[config.mk]
export PLATFORM = sky130hd
export DESIGN_NAME = dcpm_register_bank
export DESIGN_NICKNAME = d
export VERILOG_FILES = /design/src/rtl/dcpm_pkg.sv /design/src/rtl/dcpm_register_bank.sv
export SDC_FILE = /design/constraint.sdc
export NUM_CORES = 1
export LEC_CHECK = 0
export BUFFER_PORTS_ARGS = -buffer_cell sky130_fd_sc_hd__buf_4
export CAP_MARGIN = 0
export CORE_MARGIN = 2
export CORE_UTILIZATION = 40
export DETAILED_ROUTE_END_ITERATION = 8
export GPL_ROUTABILITY_DRIVEN = 0
export PLACE_DENSITY_LB_ADDON = 0.1
export SLEW_MARGIN = 0
export SYNTH_ARGS = -nofsm -noshare
export SYNTH_HDL_FRONTEND = slang
export SYNTH_SLANG_ARGS = --single-unit
[constraint.sdc]
create_clock -name sys_clk -period 1.35 [get_ports sys_clk]
set_clock_uncertainty 0.15 [all_clocks]
set_input_delay 0.27 -clock sys_clk [delete_from_list [all_inputs] [get_ports sys_clk]]
set_output_delay 0.27 -clock sys_clk [all_outputs]
set_load 0.005 [all_outputs]
[src/rtl/dcpm_pkg.sv]
// shared constants of the drive common parameter map
package dcpm_pkg;

	// word addresses of the common area
	localparam logic [15:0] ADDR_MODEL     = 16'h0000;
	localparam logic [15:0] ADDR_RATING    = 16'h0001;
	localparam logic [15:0] ADDR_SUPPLY    = 16'h0002;
	localparam logic [15:0] ADDR_FIRMWARE  = 16'h0003;
	localparam logic [15:0] ADDR_LOCK      = 16'h0004;
	localparam logic [15:0] ADDR_SETPOINT  = 16'h0005;
	localparam logic [15:0] ADDR_MOTION    = 16'h0006;
	localparam logic [15:0] ADDR_RAMP_UP   = 16'h0007;
	localparam logic [15:0] ADDR_RAMP_DOWN = 16'h0008;
	localparam logic [15:0] ADDR_CURRENT   = 16'h0009;
	localparam logic [15:0] ADDR_FREQ      = 16'h000A;
	localparam logic [15:0] ADDR_VOLT      = 16'h000B;
	localparam logic [15:0] ADDR_BUS_VOLT  = 16'h000C;
	localparam logic [15:0] ADDR_POWER     = 16'h000D;
	localparam logic [15:0] ADDR_STATE     = 16'h000E;
	localparam logic [15:0] ADDR_FAULT_A   = 16'h000F;
	localparam logic [15:0] ADDR_DIG_IN    = 16'h0010;
	localparam logic [15:0] ADDR_DIG_OUT   = 16'h0011;
	localparam logic [15:0] ADDR_VOLT_POS  = 16'h0012;
	localparam logic [15:0] ADDR_VOLT_NEG  = 16'h0013;
	localparam logic [15:0] ADDR_AN_CURR   = 16'h0014;
	localparam logic [15:0] ADDR_SPEED     = 16'h0015;
	localparam logic [15:0] ADDR_UNIT_RSV  = 16'h001A;
	localparam logic [15:0] ADDR_POLES_RSV = 16'h001B;
	localparam logic [15:0] ADDR_BUILD_RSV = 16'h001C;
	localparam logic [15:0] ADDR_FAULT_B   = 16'h001D;

	// reset values of the writable words
	localparam logic        LOCK_RESET      = 1'h0;
	localparam logic        LOCK_LOCKED     = 1'h0;
	localparam logic [15:0] SETPOINT_RESET  = 16'h0000;
	localparam logic [15:0] RAMP_UP_RESET   = 16'h0000;
	localparam logic [15:0] RAMP_DOWN_RESET = 16'h0000;

	// motion command word fields
	localparam int MC_STOP      = 0;
	localparam int MC_FWD       = 1;
	localparam int MC_REV       = 2;
	localparam int MC_FLT_RESET = 3;
	localparam int MC_ESTOP     = 4;
	localparam int MC_RUN_SRC   = 6;
	localparam int MC_FREQ_SRC  = 8;

	// run command source codes
	localparam logic [1:0] RSRC_TERMINAL = 2'h0;
	localparam logic [1:0] RSRC_KEYPAD   = 2'h1;
	localparam logic [1:0] RSRC_RESERVED = 2'h2;
	localparam logic [1:0] RSRC_COMM     = 2'h3;

	// frequency command source codes (20 and above are reserved)
	localparam logic [4:0] FSRC_STEP_LAST = 5'h08;
	localparam logic [4:0] FSRC_UP        = 5'h09;
	localparam logic [4:0] FSRC_DOWN      = 5'h0A;
	localparam logic [4:0] FSRC_UPDOWN_ZERO_SOURCE    = 5'h0B;
	localparam logic [4:0] FSRC_AN_FIRST  = 5'h0C;
	localparam logic [4:0] FSRC_JOG       = 5'h11;
	localparam logic [4:0] FSRC_PID       = 5'h12;
	localparam logic [4:0] FSRC_COMM      = 5'h13;

	// masks of bits that exist; everything else reads zero
	localparam logic [15:0] STATE_MASK  = 16'h7DFF;
	localparam logic [15:0] DIGOUT_MASK = 16'h0090;

	// speed source setting that enables the negative voltage reading
	localparam logic [3:0] SRC_SET_NEG_VOLT = 4'h2;

	// answer codes, two ascii characters each
	localparam logic [15:0] ERR_NONE      = 16'h0000;
	localparam logic [15:0] ERR_BAD_ADDR  = 16'h4941;
	localparam logic [15:0] ERR_WRITE_MOD = 16'h574D;

endpackage

[src/rtl/dcpm_register_bank.sv]
`timescale 1ns/1ps
// Function
// same layout regardless of drive model
// lock word 0 locked default, 1 unlocked
// bit 3 rising write triggers fault reset
// bits 0-2 stop, forward, reverse, read/write
// bit 4 write issues emergency stop; here only a written 0 to 1 of bit 4 fires the stop event
// bits 6-7 report run command source
// bits 8-12 report frequency command source
// codes 0-11 step speeds and up/down
// codes 12-19 analog, jog, pid, comms
// status bits 0-5 give run conditions
// status bits 6,7,8,10 arrival, braking, stopping
// status bits 11-14 commands and remote selects
// trip bits 0-8 first fault group
// trip bits 9-15 second fault group
// output terminals bit 4 and bit 7
// positive voltage reading ten bits
// negative voltage reading valid at setting 2
// current input reading ten bits
// second trip word bit 0 io reset
// sixteen-bit words, consecutive reads by master
// refuse writes to read-only words
// written values revert on drive reset
// unused bits read zero, ignore writes
// live words sampled at each read
module dcpm_register_bank #(
	parameter logic [15:0] MODEL_CODE    = 16'h00F0, // arbitrary value
	parameter logic [15:0] POWER_RATING  = 16'h0000, // plain default
	parameter logic [15:0] SUPPLY_CLASS  = 16'h0000, // plain default
	parameter logic [15:0] FIRMWARE_REV  = 16'h0217, // arbitrary value
	parameter int          ANALOG_WIDTH  = 10
) (
	input  wire logic                    sys_clk,
	input  wire logic                    rstn,
	// word access from the serial frame engine
	input  wire logic                    reqValid,
	input  wire logic                    reqWrite,
	input  wire logic [15:0]             reqAddr,
	input  wire logic [15:0]             reqWdata,
	output logic                         rspValid,
	output logic [15:0]                  rspRdata,
	output logic [15:0]                  rspError,
	// live drive state
	input  wire logic [1:0]              runSource,
	input  wire logic [4:0]              freqSource,
	input  wire logic [3:0]              speedSourceSetting,
	input  wire logic [15:0]             loadCurrent,
	input  wire logic [15:0]             driveFreq,
	input  wire logic [15:0]             driveVolt,
	input  wire logic [15:0]             busVoltage,
	input  wire logic [15:0]             deliveredPower,
	input  wire logic [15:0]             shaftSpeed,
	input  wire logic [15:0]             driveStateFlags,
	input  wire logic [15:0]             faultFlagsA,
	input  wire logic                    ioBoardResetFault,
	input  wire logic [7:0]              digitalInLevels,
	input  wire logic                    openCollectorOutput,
	input  wire logic                    relayContactOutput,
	input  wire logic [ANALOG_WIDTH-1:0] analogVoltPos,
	input  wire logic [ANALOG_WIDTH-1:0] analogVoltNeg,
	input  wire logic [ANALOG_WIDTH-1:0] analogCurrent,
	// settings and commands towards the drive
	output logic                         settingsUnlocked,
	output logic [15:0]                  speedSetpoint,
	output logic [15:0]                  rampUpTime,
	output logic [15:0]                  rampDownTime,
	output logic                         stopCmd,
	output logic                         forwardCmd,
	output logic                         reverseCmd,
	output logic                         faultResetPulse,
	output logic                         emergencyStopPulse
);

	// writable state
	logic        lock_q;          // 0 locked, 1 unlocked
	logic [15:0] setpoint_q;      // frequency reference, 0.01 Hz
	logic [15:0] rampUp_q;        // acceleration time, 0.1 s
	logic [15:0] rampDown_q;      // deceleration time, 0.1 s
	logic [2:0]  motion_q;        // stop, forward, reverse bits
	logic        fltResetLast_q;  // last written fault reset bit
	logic        estopLast_q;     // last written emergency stop bit
	logic        fltResetPulse_q; // one-cycle fault reset event
	logic        estopPulse_q;    // one-cycle emergency stop event

	// answer path
	logic        rspValid_q;
	logic [15:0] rspRdata_q;
	logic [15:0] rspError_q;

	// decoded view of the current request
	logic        addrKnown;       // address lies in the common area
	logic        addrWritable;    // address accepts a write
	logic        writeOk;         // write will be stored
	logic [15:0] readWord;        // live value of the addressed word
	logic [15:0] motionWord;      // assembled motion command word
	logic [15:0] stateWord;       // drive state with holes cleared
	logic [15:0] negVoltWord;     // gated negative voltage reading

	// decode map; identical for every model, nothing depends on the
	// model code, so a master needs no per-model table
	always_comb begin
		addrKnown = 1'b1;
		addrWritable = 1'b0;
		unique case (reqAddr)
			dcpm_pkg::ADDR_LOCK,
			dcpm_pkg::ADDR_SETPOINT,
			dcpm_pkg::ADDR_MOTION,
			dcpm_pkg::ADDR_RAMP_UP,
			dcpm_pkg::ADDR_RAMP_DOWN: begin
				// settings and the motion word take writes
				addrWritable = 1'b1;
			end
			dcpm_pkg::ADDR_MODEL,
			dcpm_pkg::ADDR_RATING,
			dcpm_pkg::ADDR_SUPPLY,
			dcpm_pkg::ADDR_FIRMWARE,
			dcpm_pkg::ADDR_CURRENT,
			dcpm_pkg::ADDR_FREQ,
			dcpm_pkg::ADDR_VOLT,
			dcpm_pkg::ADDR_BUS_VOLT,
			dcpm_pkg::ADDR_POWER,
			dcpm_pkg::ADDR_STATE,
			dcpm_pkg::ADDR_FAULT_A,
			dcpm_pkg::ADDR_DIG_IN,
			dcpm_pkg::ADDR_DIG_OUT,
			dcpm_pkg::ADDR_VOLT_POS,
			dcpm_pkg::ADDR_VOLT_NEG,
			dcpm_pkg::ADDR_AN_CURR,
			dcpm_pkg::ADDR_SPEED,
			dcpm_pkg::ADDR_UNIT_RSV,
			dcpm_pkg::ADDR_POLES_RSV,
			dcpm_pkg::ADDR_BUILD_RSV,
			dcpm_pkg::ADDR_FAULT_B: begin
				// readable only
				addrWritable = 1'b0;
			end
			default: begin
				// outside the common area
				addrKnown = 1'b0;
			end
		endcase
	end

	// a write is stored only on a writable word
	assign writeOk = reqValid && reqWrite && addrWritable;

	// motion command word as it reads back; the event bits 3 and 4
	// are write-only and bits 5 and 13 to 15 do not exist
	always_comb begin
		motionWord = 16'h0000;
		motionWord[dcpm_pkg::MC_STOP] = motion_q[0];
		motionWord[dcpm_pkg::MC_FWD] = motion_q[1];
		motionWord[dcpm_pkg::MC_REV] = motion_q[2];
		motionWord[dcpm_pkg::MC_RUN_SRC +: 2] = runSource;
		// all 32 codes pass through, reserved ones included, so the
		// master sees exactly what the drive has selected
		motionWord[dcpm_pkg::MC_FREQ_SRC +: 5] = freqSource;
	end

	// drive state: bits 9 and 15 are holes
	assign stateWord = driveStateFlags & dcpm_pkg::STATE_MASK;

	// negative input only means something in one speed source setting
	always_comb begin
		negVoltWord = 16'h0000;
		if (speedSourceSetting == dcpm_pkg::SRC_SET_NEG_VOLT) begin
			negVoltWord[ANALOG_WIDTH-1:0] = analogVoltNeg;
		end
	end

	// read multiplexer; live inputs are picked at the request edge so
	// the answer reflects the drive at that moment
	always_comb begin
		readWord = 16'h0000;
		unique case (reqAddr)
			// identity words, fixed for a build
			dcpm_pkg::ADDR_MODEL: begin
				readWord = MODEL_CODE;
			end
			dcpm_pkg::ADDR_RATING: begin
				readWord = POWER_RATING;
			end
			dcpm_pkg::ADDR_SUPPLY: begin
				readWord = SUPPLY_CLASS;
			end
			dcpm_pkg::ADDR_FIRMWARE: begin
				readWord = FIRMWARE_REV;
			end
			// writable settings read back as stored
			dcpm_pkg::ADDR_LOCK: begin
				readWord[0] = lock_q;
			end
			dcpm_pkg::ADDR_SETPOINT: begin
				readWord = setpoint_q;
			end
			dcpm_pkg::ADDR_MOTION: begin
				readWord = motionWord;
			end
			dcpm_pkg::ADDR_RAMP_UP: begin
				readWord = rampUp_q;
			end
			dcpm_pkg::ADDR_RAMP_DOWN: begin
				readWord = rampDown_q;
			end
			// live measurements pass straight through
			dcpm_pkg::ADDR_CURRENT: begin
				readWord = loadCurrent;
			end
			dcpm_pkg::ADDR_FREQ: begin
				readWord = driveFreq;
			end
			dcpm_pkg::ADDR_VOLT: begin
				readWord = driveVolt;
			end
			dcpm_pkg::ADDR_BUS_VOLT: begin
				readWord = busVoltage;
			end
			dcpm_pkg::ADDR_POWER: begin
				readWord = deliveredPower;
			end
			// live flag words
			dcpm_pkg::ADDR_STATE: begin
				readWord = stateWord;
			end
			dcpm_pkg::ADDR_FAULT_A: begin
				readWord = faultFlagsA;
			end
			dcpm_pkg::ADDR_DIG_IN: begin
				readWord[7:0] = digitalInLevels;
			end
			dcpm_pkg::ADDR_DIG_OUT: begin
				readWord[4] = openCollectorOutput;
				readWord[7] = relayContactOutput;
			end
			// analog readings fill the low bits only
			dcpm_pkg::ADDR_VOLT_POS: begin
				readWord[ANALOG_WIDTH-1:0] = analogVoltPos;
			end
			dcpm_pkg::ADDR_VOLT_NEG: begin
				readWord = negVoltWord;
			end
			dcpm_pkg::ADDR_AN_CURR: begin
				readWord[ANALOG_WIDTH-1:0] = analogCurrent;
			end
			dcpm_pkg::ADDR_SPEED: begin
				readWord = shaftSpeed;
			end
			dcpm_pkg::ADDR_FAULT_B: begin
				readWord[0] = ioBoardResetFault;
			end
			default: begin
				// reserved words and unknown addresses read zero
				readWord = 16'h0000;
			end
		endcase
	end

	// parameter lock word; only bit 0 is kept
	// the lock only drives an output; it gates no other write
	always_ff @(posedge sys_clk or negedge rstn) begin
		if (!rstn) begin
			lock_q <= dcpm_pkg::LOCK_RESET;
		end else if (writeOk && reqAddr == dcpm_pkg::ADDR_LOCK) begin
			lock_q <= reqWdata[0];
		end
	end

	// setpoint and ramp words; held only until the next drive reset
	// no range check here: every 16-bit value is stored as written
	always_ff @(posedge sys_clk or negedge rstn) begin
		if (!rstn) begin
			setpoint_q <= dcpm_pkg::SETPOINT_RESET;
			rampUp_q <= dcpm_pkg::RAMP_UP_RESET;
			rampDown_q <= dcpm_pkg::RAMP_DOWN_RESET;
		end else if (writeOk) begin
			// takes effect on the next edge
			if (reqAddr == dcpm_pkg::ADDR_SETPOINT) begin
				setpoint_q <= reqWdata;
			end
			if (reqAddr == dcpm_pkg::ADDR_RAMP_UP) begin
				rampUp_q <= reqWdata;
			end
			if (reqAddr == dcpm_pkg::ADDR_RAMP_DOWN) begin
				rampDown_q <= reqWdata;
			end
		end
	end

	// run bits of the motion word; other written bits are dropped
	always_ff @(posedge sys_clk or negedge rstn) begin
		if (!rstn) begin
			motion_q <= 3'h0;
		end else if (writeOk && reqAddr == dcpm_pkg::ADDR_MOTION) begin
			motion_q <= reqWdata[dcpm_pkg::MC_REV:dcpm_pkg::MC_STOP];
		end
	end

	// fault reset event: the last written level is remembered so that
	// only a written rising edge fires; writing 1 twice fires once,
	// which keeps a repeated frame from resetting faults a second time
	always_ff @(posedge sys_clk or negedge rstn) begin
		if (!rstn) begin
			// both start low, so the first written 1 is an edge
			fltResetLast_q <= 1'b0;
			fltResetPulse_q <= 1'b0;
		end else if (writeOk && reqAddr == dcpm_pkg::ADDR_MOTION) begin
			// remember the level and fire on a written 0 to 1
			fltResetLast_q <= reqWdata[dcpm_pkg::MC_FLT_RESET];
			fltResetPulse_q <= reqWdata[dcpm_pkg::MC_FLT_RESET] &&
				!fltResetLast_q;
		end else begin
			// the event lasts a single cycle
			fltResetPulse_q <= 1'b0;
		end
	end

	// emergency stop event, same edge rule as the fault reset; the
	// drive side must latch the stop, this is only a one-cycle event
	always_ff @(posedge sys_clk or negedge rstn) begin
		if (!rstn) begin
			// nothing written yet
			estopLast_q <= 1'b0;
			estopPulse_q <= 1'b0;
		end else if (writeOk && reqAddr == dcpm_pkg::ADDR_MOTION) begin
			// remember the level and fire on a written 0 to 1
			estopLast_q <= reqWdata[dcpm_pkg::MC_ESTOP];
			estopPulse_q <= reqWdata[dcpm_pkg::MC_ESTOP] &&
				!estopLast_q;
		end else begin
			// the event lasts a single cycle
			estopPulse_q <= 1'b0;
		end
	end

	// answer: one cycle after every request, data or an error code
	always_ff @(posedge sys_clk or negedge rstn) begin
		if (!rstn) begin
			rspValid_q <= 1'b0;
			rspRdata_q <= 16'h0000;
			rspError_q <= dcpm_pkg::ERR_NONE;
		end else begin
			rspValid_q <= reqValid;
			if (reqValid) begin
				// the master walks consecutive words one request each
				rspRdata_q <= readWord;
				if (!addrKnown) begin
					// no such word: nothing stored, data reads zero
					rspError_q <= dcpm_pkg::ERR_BAD_ADDR;
				end else if (reqWrite && !addrWritable) begin
					// read-only or reserved word: the write is dropped
					rspError_q <= dcpm_pkg::ERR_WRITE_MOD;
				end else begin
					// accepted read or stored write
					rspError_q <= dcpm_pkg::ERR_NONE;
				end
			end
		end
	end

	// outputs come straight from flip-flops
	assign rspValid = rspValid_q;
	assign rspRdata = rspRdata_q;
	assign rspError = rspError_q;
	assign settingsUnlocked = (lock_q != dcpm_pkg::LOCK_LOCKED);
	assign speedSetpoint = setpoint_q;
	assign rampUpTime = rampUp_q;
	assign rampDownTime = rampDown_q;
	assign stopCmd = motion_q[0];
	assign forwardCmd = motion_q[1];
	assign reverseCmd = motion_q[2];
	assign faultResetPulse = fltResetPulse_q;
	assign emergencyStopPulse = estopPulse_q;

endmodule

Yosys cells after proc, flatten, opt, wreduce, memory -nomap -nowiden
Cells that the tools add are included.
{"block": "word_totals", "register_bits": 89, "latchBits": 0, "ramBits": 0, "rom_bits": 0, "in_bits": 216, "output_inout_bits": 87, "word_cells": 69, "memories": 0}
{"block": "classes", "addsub": 0, "mul": 0, "div": 0, "n_lt_le_gt_ge": 0, "n_eq_ne": 26, "n_shift": 0, "muxes": 14, "bitwise": 0, "n_reduce_logical": 17}
{"op": "16-bit by 5-bit == test with 1-bit output (second input constant)", "count": 10}
{"op": "16-bit by 4-bit == test with 1-bit output (second input constant)", "count": 8}
{"op": "6-bit case mux with 12 select lines", "count": 1}
{"op": "16-bit by 3-bit == test with 1-bit output (second input constant)", "count": 4}
{"op": "3-bit case mux with 17 select lines", "count": 1}
{"op": "2-bit case mux with 17 select lines", "count": 1}
{"op": "16-bit by 2-bit == test with 1-bit output (second input constant)", "count": 2}
{"op": "2-bit case mux with 16 select lines", "count": 1}
{"op": "15-bit two-way mux", "count": 2}
{"op": "26-bit OR reduction", "count": 1}
{"op": "1-bit case mux with 19 select lines", "count": 1}
{"op": "1-bit case mux with 18 select lines", "count": 1}
{"op": "1-bit case mux with 17 select lines", "count": 1}
{"op": "16-bit by 1-bit == test with 1-bit output (second input constant)", "count": 1}
{"op": "16-bit zero test", "count": 1}
{"op": "10-bit two-way mux", "count": 1}
{"op": "1-bit logical AND", "count": 7}
{"op": "2-bit AND reduction", "count": 3}
{"op": "5-bit OR reduction", "count": 1}
{"op": "4-bit by 2-bit == test with 1-bit output (second input constant)", "count": 1}
{"op": "1-bit two-way mux", "count": 4}
{"op": "1-bit zero test", "count": 3}
{"op": "2-bit OR reduction", "count": 1}

Depth between registers and ports, before layout
Gate-level depths: netlist (run 1).
{"block": "depth", "depth_word": 7, "mapped_depth": 9, "depth_no_buf": 6}

Worst setup path before layout (run 1)
OpenSTA, ideal clock, no wires.
{"block": "synth_timing", "path_type": "input -> register", "startpoint": "input reqAddr[5]", "endpoint": "register rampDown_q[10], in the netlist rampDownTime[10]", "setup_ns": 0.125, "arrival_time_ns": 2.259, "t_required_ns": 1.075, "path_slack_ns": -1.185, "path_stages": 9, "path_buffers": 4, "path_cell_list": "or4_1 buf_4 nor4_4 and2_1 buf_4 and2b_1 buf_6 buf_12 mux2_4"}
{"block": "synth_via", "elab_chain_cells": 5, "elab_cells_between_ends": 9, "classes_between": "eq/ne (5); mux (1); reduce/logical (3)"}
{"element": "start, declared", "line_no": "dcpm_register_bank.sv:39", "text": "input wire logic [15:0] reqAddr,"}
{"element": "16-bit by 3-bit == test with 1-bit output or 16-bit by 4-bit == test with 1-bit output (tied branches)", "line_no": "dcpm_register_bank.sv:105, dcpm_register_bank.sv:284"}
{"element": "5-bit OR reduction", "line_no": "dcpm_register_bank.sv:105", "text": "unique case (reqAddr)"}
{"element": "1-bit two-way mux", "line_no": "dcpm_register_bank.sv:105"}
{"element": "1-bit logical AND", "line_no": "dcpm_register_bank.sv:146", "text": "assign writeOk = reqValid && reqWrite && addrWritable;"}
{"element": "2-bit AND reduction (no source line) (*)"}
{"element": "end signal, assigned", "line_no": "dcpm_register_bank.sv:275", "text": "rampDown_q <= dcpm_pkg::RAMP_DOWN_RESET;"}
{"element": "end signal, assigned", "line_no": "dcpm_register_bank.sv:285", "text": "rampDown_q <= reqWdata;"}
{"element": "end, declared", "line_no": "dcpm_register_bank.sv:79", "text": "logic [15:0] rampDown_q;"}
Mark *: on every way between the ends. The rest lies on a longest branch, timed or not.
A chain may end at the register's enable or synchronous reset.

Final worst setup path (run 1)
{"block": "layout_timing", "startpoint": "input reqAddr[10]", "endpoint": "register rspRdata_q[7], in the netlist rspRdata[7]"}
{"block": "layout_via", "elab_chain_cells": 2, "elab_cells_between_ends": 19, "classes_between": "eq/ne (17); mux (1); reduce/logical (1)"}
{"element": "16-bit by 5-bit == test with 1-bit output, or another cell as far along", "line_no": "dcpm_register_bank.sv:176", "text": "unique case (reqAddr)"}
{"element": "1-bit case mux with 18 select lines (*)", "line_no": "dcpm_register_bank.sv:176"}
{"element": "end signal, assigned", "line_no": "dcpm_register_bank.sv:346", "text": "rspRdata_q <= readWord;"}
{"element": "end, declared", "line_no": "dcpm_register_bank.sv:88", "text": "logic [15:0] rspRdata_q;"}
Marks and branches as above.

==> tab_implementation.tex, run 1 <==
\begin{tabular}{lr}
\hline
Metric & Value \\
\hline
\multicolumn{2}{l}{\textbf{STA}} \\
Final critical-path required period & 2.24 ns \\
Unrepaired setup endpoints after global routing & true \\
Max Freq & 446 MHz \\
Final hold vios & 0 \\
Setup ws final & -0.894 ns \\
Worst slew margin relative to its limit & 21.8\% \\
Post-route clock period utilization & 166\% \\
Final setup viols & 95 \\
Total count of max-transition violations in the final report & 0 \\
Worst slew pin tran & 1.16 ns \\
Final sum of negative setup slack & -47.03 ns \\
\multicolumn{2}{l}{\textbf{Detailed routing}} \\
Mean routed wirelength per cell & 25.3 um \\
Total via count in the routed design & 7027 \\
Drt initial violations & 937 \\
Detailed-route DRC error count & 0 \\
Post-DRT Antenna Nets & 0 \\
Total Wirelength & 28500 um \\
Total iterations of the first detailed-routing run & 7 \\
Via density per instance & 6.25 \\
\multicolumn{2}{l}{\textbf{Floorplanning}} \\
Top-Level Pins & 303 \\
Placeable core region & 0.0127 mm2 \\
Placement Rows & 41 \\
Die span in x & 118 um \\
Height of the die & 118 um \\
Die Footprint & 0.0139 mm2 \\
Starting density of the core & 41.1\% \\
\multicolumn{2}{l}{\textbf{Clock tree}} \\
Maximum level of the CTS H-tree & 3 \\
Reg clk slew, reported paths & 0.06 ns \\
Source-to-sink clock delay at the later pin of the worst-skew pair & 0.34 ns \\
Inserted Clock Buffers & 9 \\
CTS max path bufs & 2 \\
CTS Sinks & 76 \\
TritonCTS clock tree & built \\
Clock root buffer master & sky130\_fd\_sc\_hd\_\_clkbuf\_16 \\
\multicolumn{2}{l}{\textbf{Power and ir drop}} \\
Leakage & 4.96 nW \\
Worst VDD drop & 682 uV \\
Pwr dens & 608 mW/mm2 \\
\multicolumn{2}{l}{\textbf{Global route}} \\
Global-route wire length before repair & 41300 um \\
Overall Global Routing Usage & 38.7\% \\
Overflow left after global routing & 0 \\
Initial antenna violation count & 0 \\
Maximum number of pins on one net before global-route repair & 77 \\
Number of global-route vias before repair & 7074 \\
\multicolumn{2}{l}{\textbf{Synthesis}} \\
Yosys warns & 0 \\
Number of standard cells after synthesis & 500 \\
Synthesized area & 0.00521 mm2 \\
Synth Register Bits & 76 \\
Most common cell in the netlist & sky130\_fd\_sc\_hd\_\_dfrtp\_1 \\
Mean instance size in the synthesized netlist & 10.4 um2 \\
Synth Flop Type & sky130\_fd\_sc\_hd\_\_dfrtp\_1 \\
Leading post-synthesis cells by instance count & 76 x sky130\_fd\_sc\_hd\_\_dfrtp\_1, 46 x sky130\_fd\_sc\_hd\_\_mux2\_2, 39 x sky130\_fd\_sc\_hd\_\_a22oi\_1 \\
Largest cells by area after synthesis & sky130\_fd\_sc\_hd\_\_dfrtp\_1 37\%, sky130\_fd\_sc\_hd\_\_mux2\_2 9.9\%, sky130\_fd\_sc\_hd\_\_a22oi\_1 5.6\% \\
Count of unique library cells instantiated by Yosys & 70 \\
Area share of the leading cell type in the synthesized netlist & 36.5\% \\
Post-synth EDFFs & 0 \\
Fraction of the yosys area taken by sequential cells & 36.5\% \\
Largest area contributor in the synthesized netlist & sky130\_fd\_sc\_hd\_\_dfrtp\_1 \\
Async SR Flop Fraction & 100\% \\
\multicolumn{2}{l}{\textbf{Run}} \\
Number of max-cap violations & 0 \\
\multicolumn{2}{l}{\textbf{Layout}} \\
Utilization after layout & 79.3\% \\
Non-filler instance count after layout & 1125 \\
Ratio of cells with drive above 1 in the final layout & 65.2\% \\
Final net count & 1164 \\
Area grow syn2layout & 93.0\% \\
Count of antenna diodes in the layout & 0 \\
Number of fill cells in the layout & 808 \\
Area of all placed cells without fillers & 0.0100 mm2 \\
\multicolumn{2}{l}{\textbf{Critical path}} \\
Start point of the critical path & reqAddr[10] \\
Arrival time of data at the critical path endpoint & 2.36 ns \\
Startpoint types & primary input \\
FF-to-FF Start & settingsUnlocked \\
Critical Path Fanout Max & 9 \\
Crit path capture type & flop \\
Required arrival time at the worst endpoint & 1.47 ns \\
Type of the setup path with the least slack & primary input to flop \\
\multicolumn{2}{l}{\textbf{Placed design}} \\
Placed instance count & 1076 \\
Post-placement cell area & 0.00877 mm2 \\
Count of input and output buffers & 294 \\
Post-detailed-placement half-perimeter wirelength & 20800 um \\
\multicolumn{2}{l}{\textbf{Outcome}} \\
Status & complete, but fails checks \\
Failing checks & setup timing \\
\multicolumn{2}{l}{\textbf{Min path}} \\
Class of the tightest hold or removal check & primary input to flop \\
Startpoint of the tightest hold check path & reqWdata[14] \\
\hline
\end{tabular}
## logic make-up after synthesis
| group | share of synthesized area [%] |
|---|---|
| buffers and inverters | 6.94 |
| DFF | 36.5 |
| and+or+nand+nor | 19.5 |
| AOI/OAI and AO/OA | 23.6 |
| other | 0.0720 |
| muxes | 13.4 |
## flip-flops by register name, summed over array words and instances (netlist names)
register,flops
emergencyStopPulse,1
estopLast_q,1
faultResetPulse,1
fltResetLast_q,1
motion_q,3
rampDownTime,16
rampUpTime,16
rspError,3
rspRdata,16
rspValid,1
settingsUnlocked,1
speedSetpoint,16
## critical path, stage by stage
cell and delay, ns:
sky130_fd_sc_hd__buf_6 0.09, sky130_fd_sc_hd__or4_4 0.63, sky130_fd_sc_hd__clkbuf_16 0.23, sky130_fd_sc_hd__o41ai_1 0.55, sky130_fd_sc_hd__buf_4 0.22, sky130_fd_sc_hd__a21oi_1 0.04
sky130_fd_sc_hd__nand2_1 0.10, sky130_fd_sc_hd__a211oi_1 0.08, sky130_fd_sc_hd__a31oi_1 0.14
## layer usage
layer / up-vias / share of wire, % / global-route usage [%]
met3: 140 / 10 / 9.11
met2: 603 / 48 / 63.1
met5: - / 0 / 0
met4: 0 / 5.2 / 20.9
met1: 3366 / 36 / 47.1
li1: 2918 / - / -
## power by group
part,internal (mW),switching [mW],leakage [nW]
clock,1.49,1.00,0.142
sequential,2.31,0.0253,1.03
combinational,0.737,0.551,3.79
## per-stage QoR
stage                     power [mW]  hold slack (ns)  setup slack [ns]
after global routing            6.28           0.0196            -0.895
after detailed placement        3.49            0.174             -1.33
after CTS                       6.05           0.0138            -0.781
final                           6.11           0.0234            -0.894
after floorplan                 2.65           -0.176             -1.10
after global placement          3.48            0.174             -1.26
## placed cells by master, fill, tap and decap left out, types with 5 or more instances in the layout
cell and instances:
sky130_fd_sc_hd__buf_4 379, sky130_fd_sc_hd__buf_6 81, sky130_fd_sc_hd__dfrtp_1 72, sky130_fd_sc_hd__a22oi_1 36
sky130_fd_sc_hd__mux2_2 30, sky130_fd_sc_hd__mux2_4 26, sky130_fd_sc_hd__nand2_1 25, sky130_fd_sc_hd__nand3_1 20
sky130_fd_sc_hd__buf_12 16, sky130_fd_sc_hd__nor4_4 15, sky130_fd_sc_hd__nor2_1 14, sky130_fd_sc_hd__a221oi_1 13
sky130_fd_sc_hd__a21oi_1 11, sky130_fd_sc_hd__a32oi_1 10, sky130_fd_sc_hd__a222oi_1 10, sky130_fd_sc_hd__a22o_1 10
sky130_fd_sc_hd__clkbuf_16 10, sky130_fd_sc_hd__nor3_1 8, sky130_fd_sc_hd__a31oi_1 8, sky130_fd_sc_hd__inv_1 7
sky130_fd_sc_hd__and3_1 7, sky130_fd_sc_hd__o21ai_0 6, sky130_fd_sc_hd__conb_1 6, sky130_fd_sc_hd__nand2b_1 5
sky130_fd_sc_hd__nand4_1 5, sky130_fd_sc_hd__nor2b_1 5
## timing repair
item                                    4_1_cts  5_1_grt
gates cloned                                  4        1
setup buffers                                18       15
hold endpoints to repair                     77        0
gates resized for setup                     107       61
hold buffers                                  2        0
endpoints found under the setup margin       93      110
pin swaps                                    23        9
## final timing paths
path                       slack, ns                to  cells after the start
min in group asynchronous       0.32          rspValid                      3
hold / removal                  0.02  rampDownTime[14]                      2
setup reg to reg               -0.46       rspRdata[0]                      5
max in group asynchronous       0.31     rampUpTime[1]                      3
setup / recovery               -0.89       rspRdata[7]                      9
hold reg to reg                 0.36    fltResetLast_q                      1
## area by class of cell
type / count / area, um2 / share of cell area [%]
multi-input cells: 370 / 3360 / 33.5
clock buffers: 11 / 243 / 2.42
well taps: 172 / 215 / 2.14
flip-flops and latches: 76 / 1910 / 19.0
inverters: 8 / 30.0 / 0.299
repair buffers: 483 / 4230 / 42.1
clock inverters: 5 / 58.8 / 0.585
(Power assumes the default switching activity.)
==> run 2: changes to the inputs <==
--- a/config.mk
+++ b/config.mk
@@ -13,4 +13,5 @@
 export GPL_ROUTABILITY_DRIVEN = 0
 export PLACE_DENSITY_LB_ADDON = 0.1
+export RECOVER_POWER = 25
 export SLEW_MARGIN = 0
 export SYNTH_ARGS = -nofsm -noshare
--- a/constraint.sdc
+++ b/constraint.sdc
@@ -3,3 +3,3 @@
 set_input_delay 0.27 -clock sys_clk [delete_from_list [all_inputs] [get_ports sys_clk]]
 set_output_delay 0.27 -clock sys_clk [all_outputs]
-set_load 0.005 [all_outputs]
+set_load 0.01 [all_outputs]
==> tab_implementation.tex, run 2 (synthesis gave the netlist of run 1 again) <==
\begin{tabular}{lr}
\hline
Metric & Value \\
\hline
\multicolumn{2}{l}{\textbf{Global route}} \\
Overflow left after global routing & 0 (unchanged) \\
Number of global-route vias before repair & 7104 (+0.42\%) \\
Most Used Layer, Global Route & met2 \\
Overall Global Routing Usage & 38.8\% (+0.19 points) \\
Maximum number of pins on one net before global-route repair & 77 (unchanged) \\
Global routing usage on met3 & 9.11\% (unchanged) \\
Met1 track demand over resource in global routing & 47.2\% (+0.18 points) \\
Global-route wire length before repair & 41500 um (+0.52\%) \\
Initial antenna violation count & 0 (unchanged) \\
Global routing met2 resource utilization & 63.5\% (+0.40 points) \\
\multicolumn{2}{l}{\textbf{Critical path}} \\
Critical Path Fanout Max & 9 (unchanged) \\
Library cell contributing the largest single delay on the critical path & sky130\_fd\_sc\_hd\_\_or4\_4 \\
Arrival time of data at the critical path endpoint & 2.35 ns (about the same) \\
Startpoint types & primary input \\
Type of the setup path with the least slack & primary input to flop \\
Worst path cell trace & buf\_6, or4\_4, clkbuf\_16, o41ai\_1, buf\_4, a21oi\_1, nand2\_1, a211oi\_1, a31oi\_1 \\
Required arrival time at the worst endpoint & 1.47 ns (about the same) \\
Largest stage delay on the critical path & 0.63 ns (about the same) \\
Crit path capture type & flop \\
\multicolumn{2}{l}{\textbf{Power and ir drop}} \\
Fraction of power spent switching nets & 26.2\% (+0.35 points) \\
Total power of the final layout & 6.13 mW (+0.40\%) \\
Comb power frac & 21.3\% (+0.2 points) \\
Leakage & 4.97 nW (about the same) \\
Sequential power share & 38.0\% (-0.2 points) \\
Worst VDD drop & 679 uV (-0.46\%) \\
Clock power frac & 40.7\% (about the same) \\
Pwr dens & 609 mW/mm2 (+0.19\%) \\
Design internal power & 4.52 mW (about the same) \\
Psw & 1.61 mW (+1.8\%) \\
\multicolumn{2}{l}{\textbf{Detailed routing}} \\
Detailed-route DRC error count & 0 (unchanged) \\
Total iterations of the first detailed-routing run & 8 (+1) \\
Mean routed wirelength per cell & 25.4 um (+0.28\%) \\
Total via count in the routed design & 7135 (+1.5\%) \\
Drt initial violations & 956 (+2.0\%) \\
Post-DRT Antenna Nets & 0 (unchanged) \\
Total Wirelength & 28600 um (+0.36\%) \\
Via density per instance & 6.34 (+1.4\%) \\
\multicolumn{2}{l}{\textbf{Run}} \\
Number of max-cap violations & 0 (unchanged) \\
\multicolumn{2}{l}{\textbf{STA}} \\
Hold Worst Slack & 0.0213 ns (-0.00214 ns) \\
Unrepaired setup endpoints after global routing & true \\
Worst slew margin relative to its limit & 21.3\% (-0.54 points) \\
Worst slew pin tran & 1.17 ns (+0.00806 ns) \\
Post-route clock period utilization & 165\% (-0.82 points) \\
Final hold vios & 0 (unchanged) \\
Final critical-path required period & 2.23 ns (-0.0110 ns) \\
Final setup viols & 101 (+6.3\%) \\
Total count of max-transition violations in the final report & 0 (unchanged) \\
Final sum of negative setup slack & -46.75 ns (+0.277 ns) \\
Setup ws final & -0.883 ns (+0.0110 ns) \\
Max Freq & 448 MHz (+0.49\%) \\
\multicolumn{2}{l}{\textbf{Floorplanning}} \\
Die Footprint & 0.0139 mm2 (unchanged) \\
Placeable core region & 0.0127 mm2 (unchanged) \\
Placement Rows & 41 (unchanged) \\
Die span in x & 118 um (unchanged) \\
Starting density of the core & 41.1\% (unchanged) \\
Top-Level Pins & 303 (unchanged) \\
Height of the die & 118 um (unchanged) \\
\multicolumn{2}{l}{\textbf{Outcome}} \\
Failing checks & setup timing \\
Status & complete, but fails checks \\
\multicolumn{2}{l}{\textbf{Layout}} \\
Count of antenna diodes in the layout & 0 (unchanged) \\
Number of fill cells in the layout & 789 (-2.4\%) \\
Area of all placed cells without fillers & 0.0101 mm2 (+0.21\%) \\
Area grow syn2layout & 93.4\% \\
Ratio of cells with drive above 1 in the final layout & 65.1\% (-0.068 points) \\
Most common cell after layout, fill and taps aside & sky130\_fd\_sc\_hd\_\_buf\_4 \\
Final net count & 1165 (+0.086\%) \\
Commonest cells after routing, fill and taps aside & 372 x sky130\_fd\_sc\_hd\_\_buf\_4, 89 x sky130\_fd\_sc\_hd\_\_buf\_6, 72 x sky130\_fd\_sc\_hd\_\_dfrtp\_1, 36 x sky130\_fd\_sc\_hd\_\_a22oi\_1, 30 x sky130\_fd\_sc\_hd\_\_mux2\_2 \\
\multicolumn{2}{l}{\textbf{Clock tree}} \\
Source-to-sink clock delay at the later pin of the worst-skew pair & 0.35 ns (about the same) \\
TritonCTS clock tree & built \\
Reg clk slew, reported paths & 0.06 ns (about the same) \\
CTS max path bufs & 2 (unchanged) \\
Clock root buffer master & sky130\_fd\_sc\_hd\_\_clkbuf\_16 \\
Maximum level of the CTS H-tree & 3 (unchanged) \\
Inserted Clock Buffers & 9 (unchanged) \\
CTS Sinks & 76 (unchanged) \\
\multicolumn{2}{l}{\textbf{Placed design}} \\
Post-placement cell area & 0.00877 mm2 (unchanged) \\
Post-detailed-placement half-perimeter wirelength & 20800 um (unchanged) \\
Count of input and output buffers & 294 (unchanged) \\
Worst slack at placement & -1.33 ns (unchanged) \\
\multicolumn{2}{l}{\textbf{Min path}} \\
Class of the tightest hold or removal check & primary input to flop \\
\hline
\end{tabular}
-- run 2: cell count changes in the layout (fill, tap and decap cells not counted) --
cell and change:
sky130_fd_sc_hd__clkbuf_1 +1, sky130_fd_sc_hd__buf_4 -7, sky130_fd_sc_hd__buf_12 -1, sky130_fd_sc_hd__buf_6 +8
-- run 2: cell type report --
cell class                 count  area [um2]  share of cell area (%)
timing repair buffer         484        4250                    42.2
multi-input combinational    370        3360                    33.4
sequential                    76        1910                    18.9
clock buffer                  11         243                    2.41
tap                          172         215                    2.14
clock inverter                 5        58.8                   0.584
inverter                       8        30.0                   0.298
-- run 2: worst paths after layout --
kind	end	startpoint	slack, ns	cells after the start
max	rspRdata[7]	reqAddr[10]	-0.88	9
min	rampDownTime[14]	reqWdata[14]	0.02	2
max reg2reg	rspRdata[0]	settingsUnlocked	-0.45	5
min reg2reg	fltResetLast_q	fltResetLast_q	0.35	1
max in group asynchronous	rampUpTime[1]	rstn	0.03	3
min in group asynchronous	rspValid	rstn	0.44	3
-- run 2: critical path, delay by kind of cell --
| family | cells | cell delay (ns) |
|---|---|---|
| buffers and inverters | 3 | 0.54 |
| AO/OA/AOI/OAI | 4 | 0.82 |
| AND/OR/NAND/NOR | 2 | 0.72 |
-- run 2: metal layers --
layer | up-vias | part of all wire, %
li1 | 2923 | -
met1 | 3395 | 36
met2 | 648 | 48
met3 | 169 | 11
met4 | 0 | 5.7
met5 | - | 0
-- run 2: metrics by stage --
stage               util [%]  cells
global placement        69.2   1076
global route            79.5   1126
floorplan                  -    505
CTS                     77.5   1117
finish                  79.5   1126
detailed placement      69.2   1076
-- run 2: repair_timing --
| item | CTS | global route |
|---|---|---|
| setup endpoints to repair | 101 | 117 |
| hold buffers | 2 | 0 |
| buffers inserted | 20 | 14 |
| cloned | 4 | 1 |
| endpoints found under the hold margin | 77 | 0 |
| pin swaps | 23 | 9 |
| gates resized for setup | 115 | 60 |
-- run 2: power groups by stage --
stage / combinational [mW] / sequential [mW] / clock (mW)
2_1_floorplan: 0.297 / 2.38 / 0
3_3_place_gp: 1.13 / 2.36 / 0
3_5_place_dp: 1.14 / 2.37 / 0
4_1_cts: 1.25 / 2.33 / 2.51
5_1_grt: 1.35 / 2.33 / 2.62
6_report: 1.30 / 2.33 / 2.50
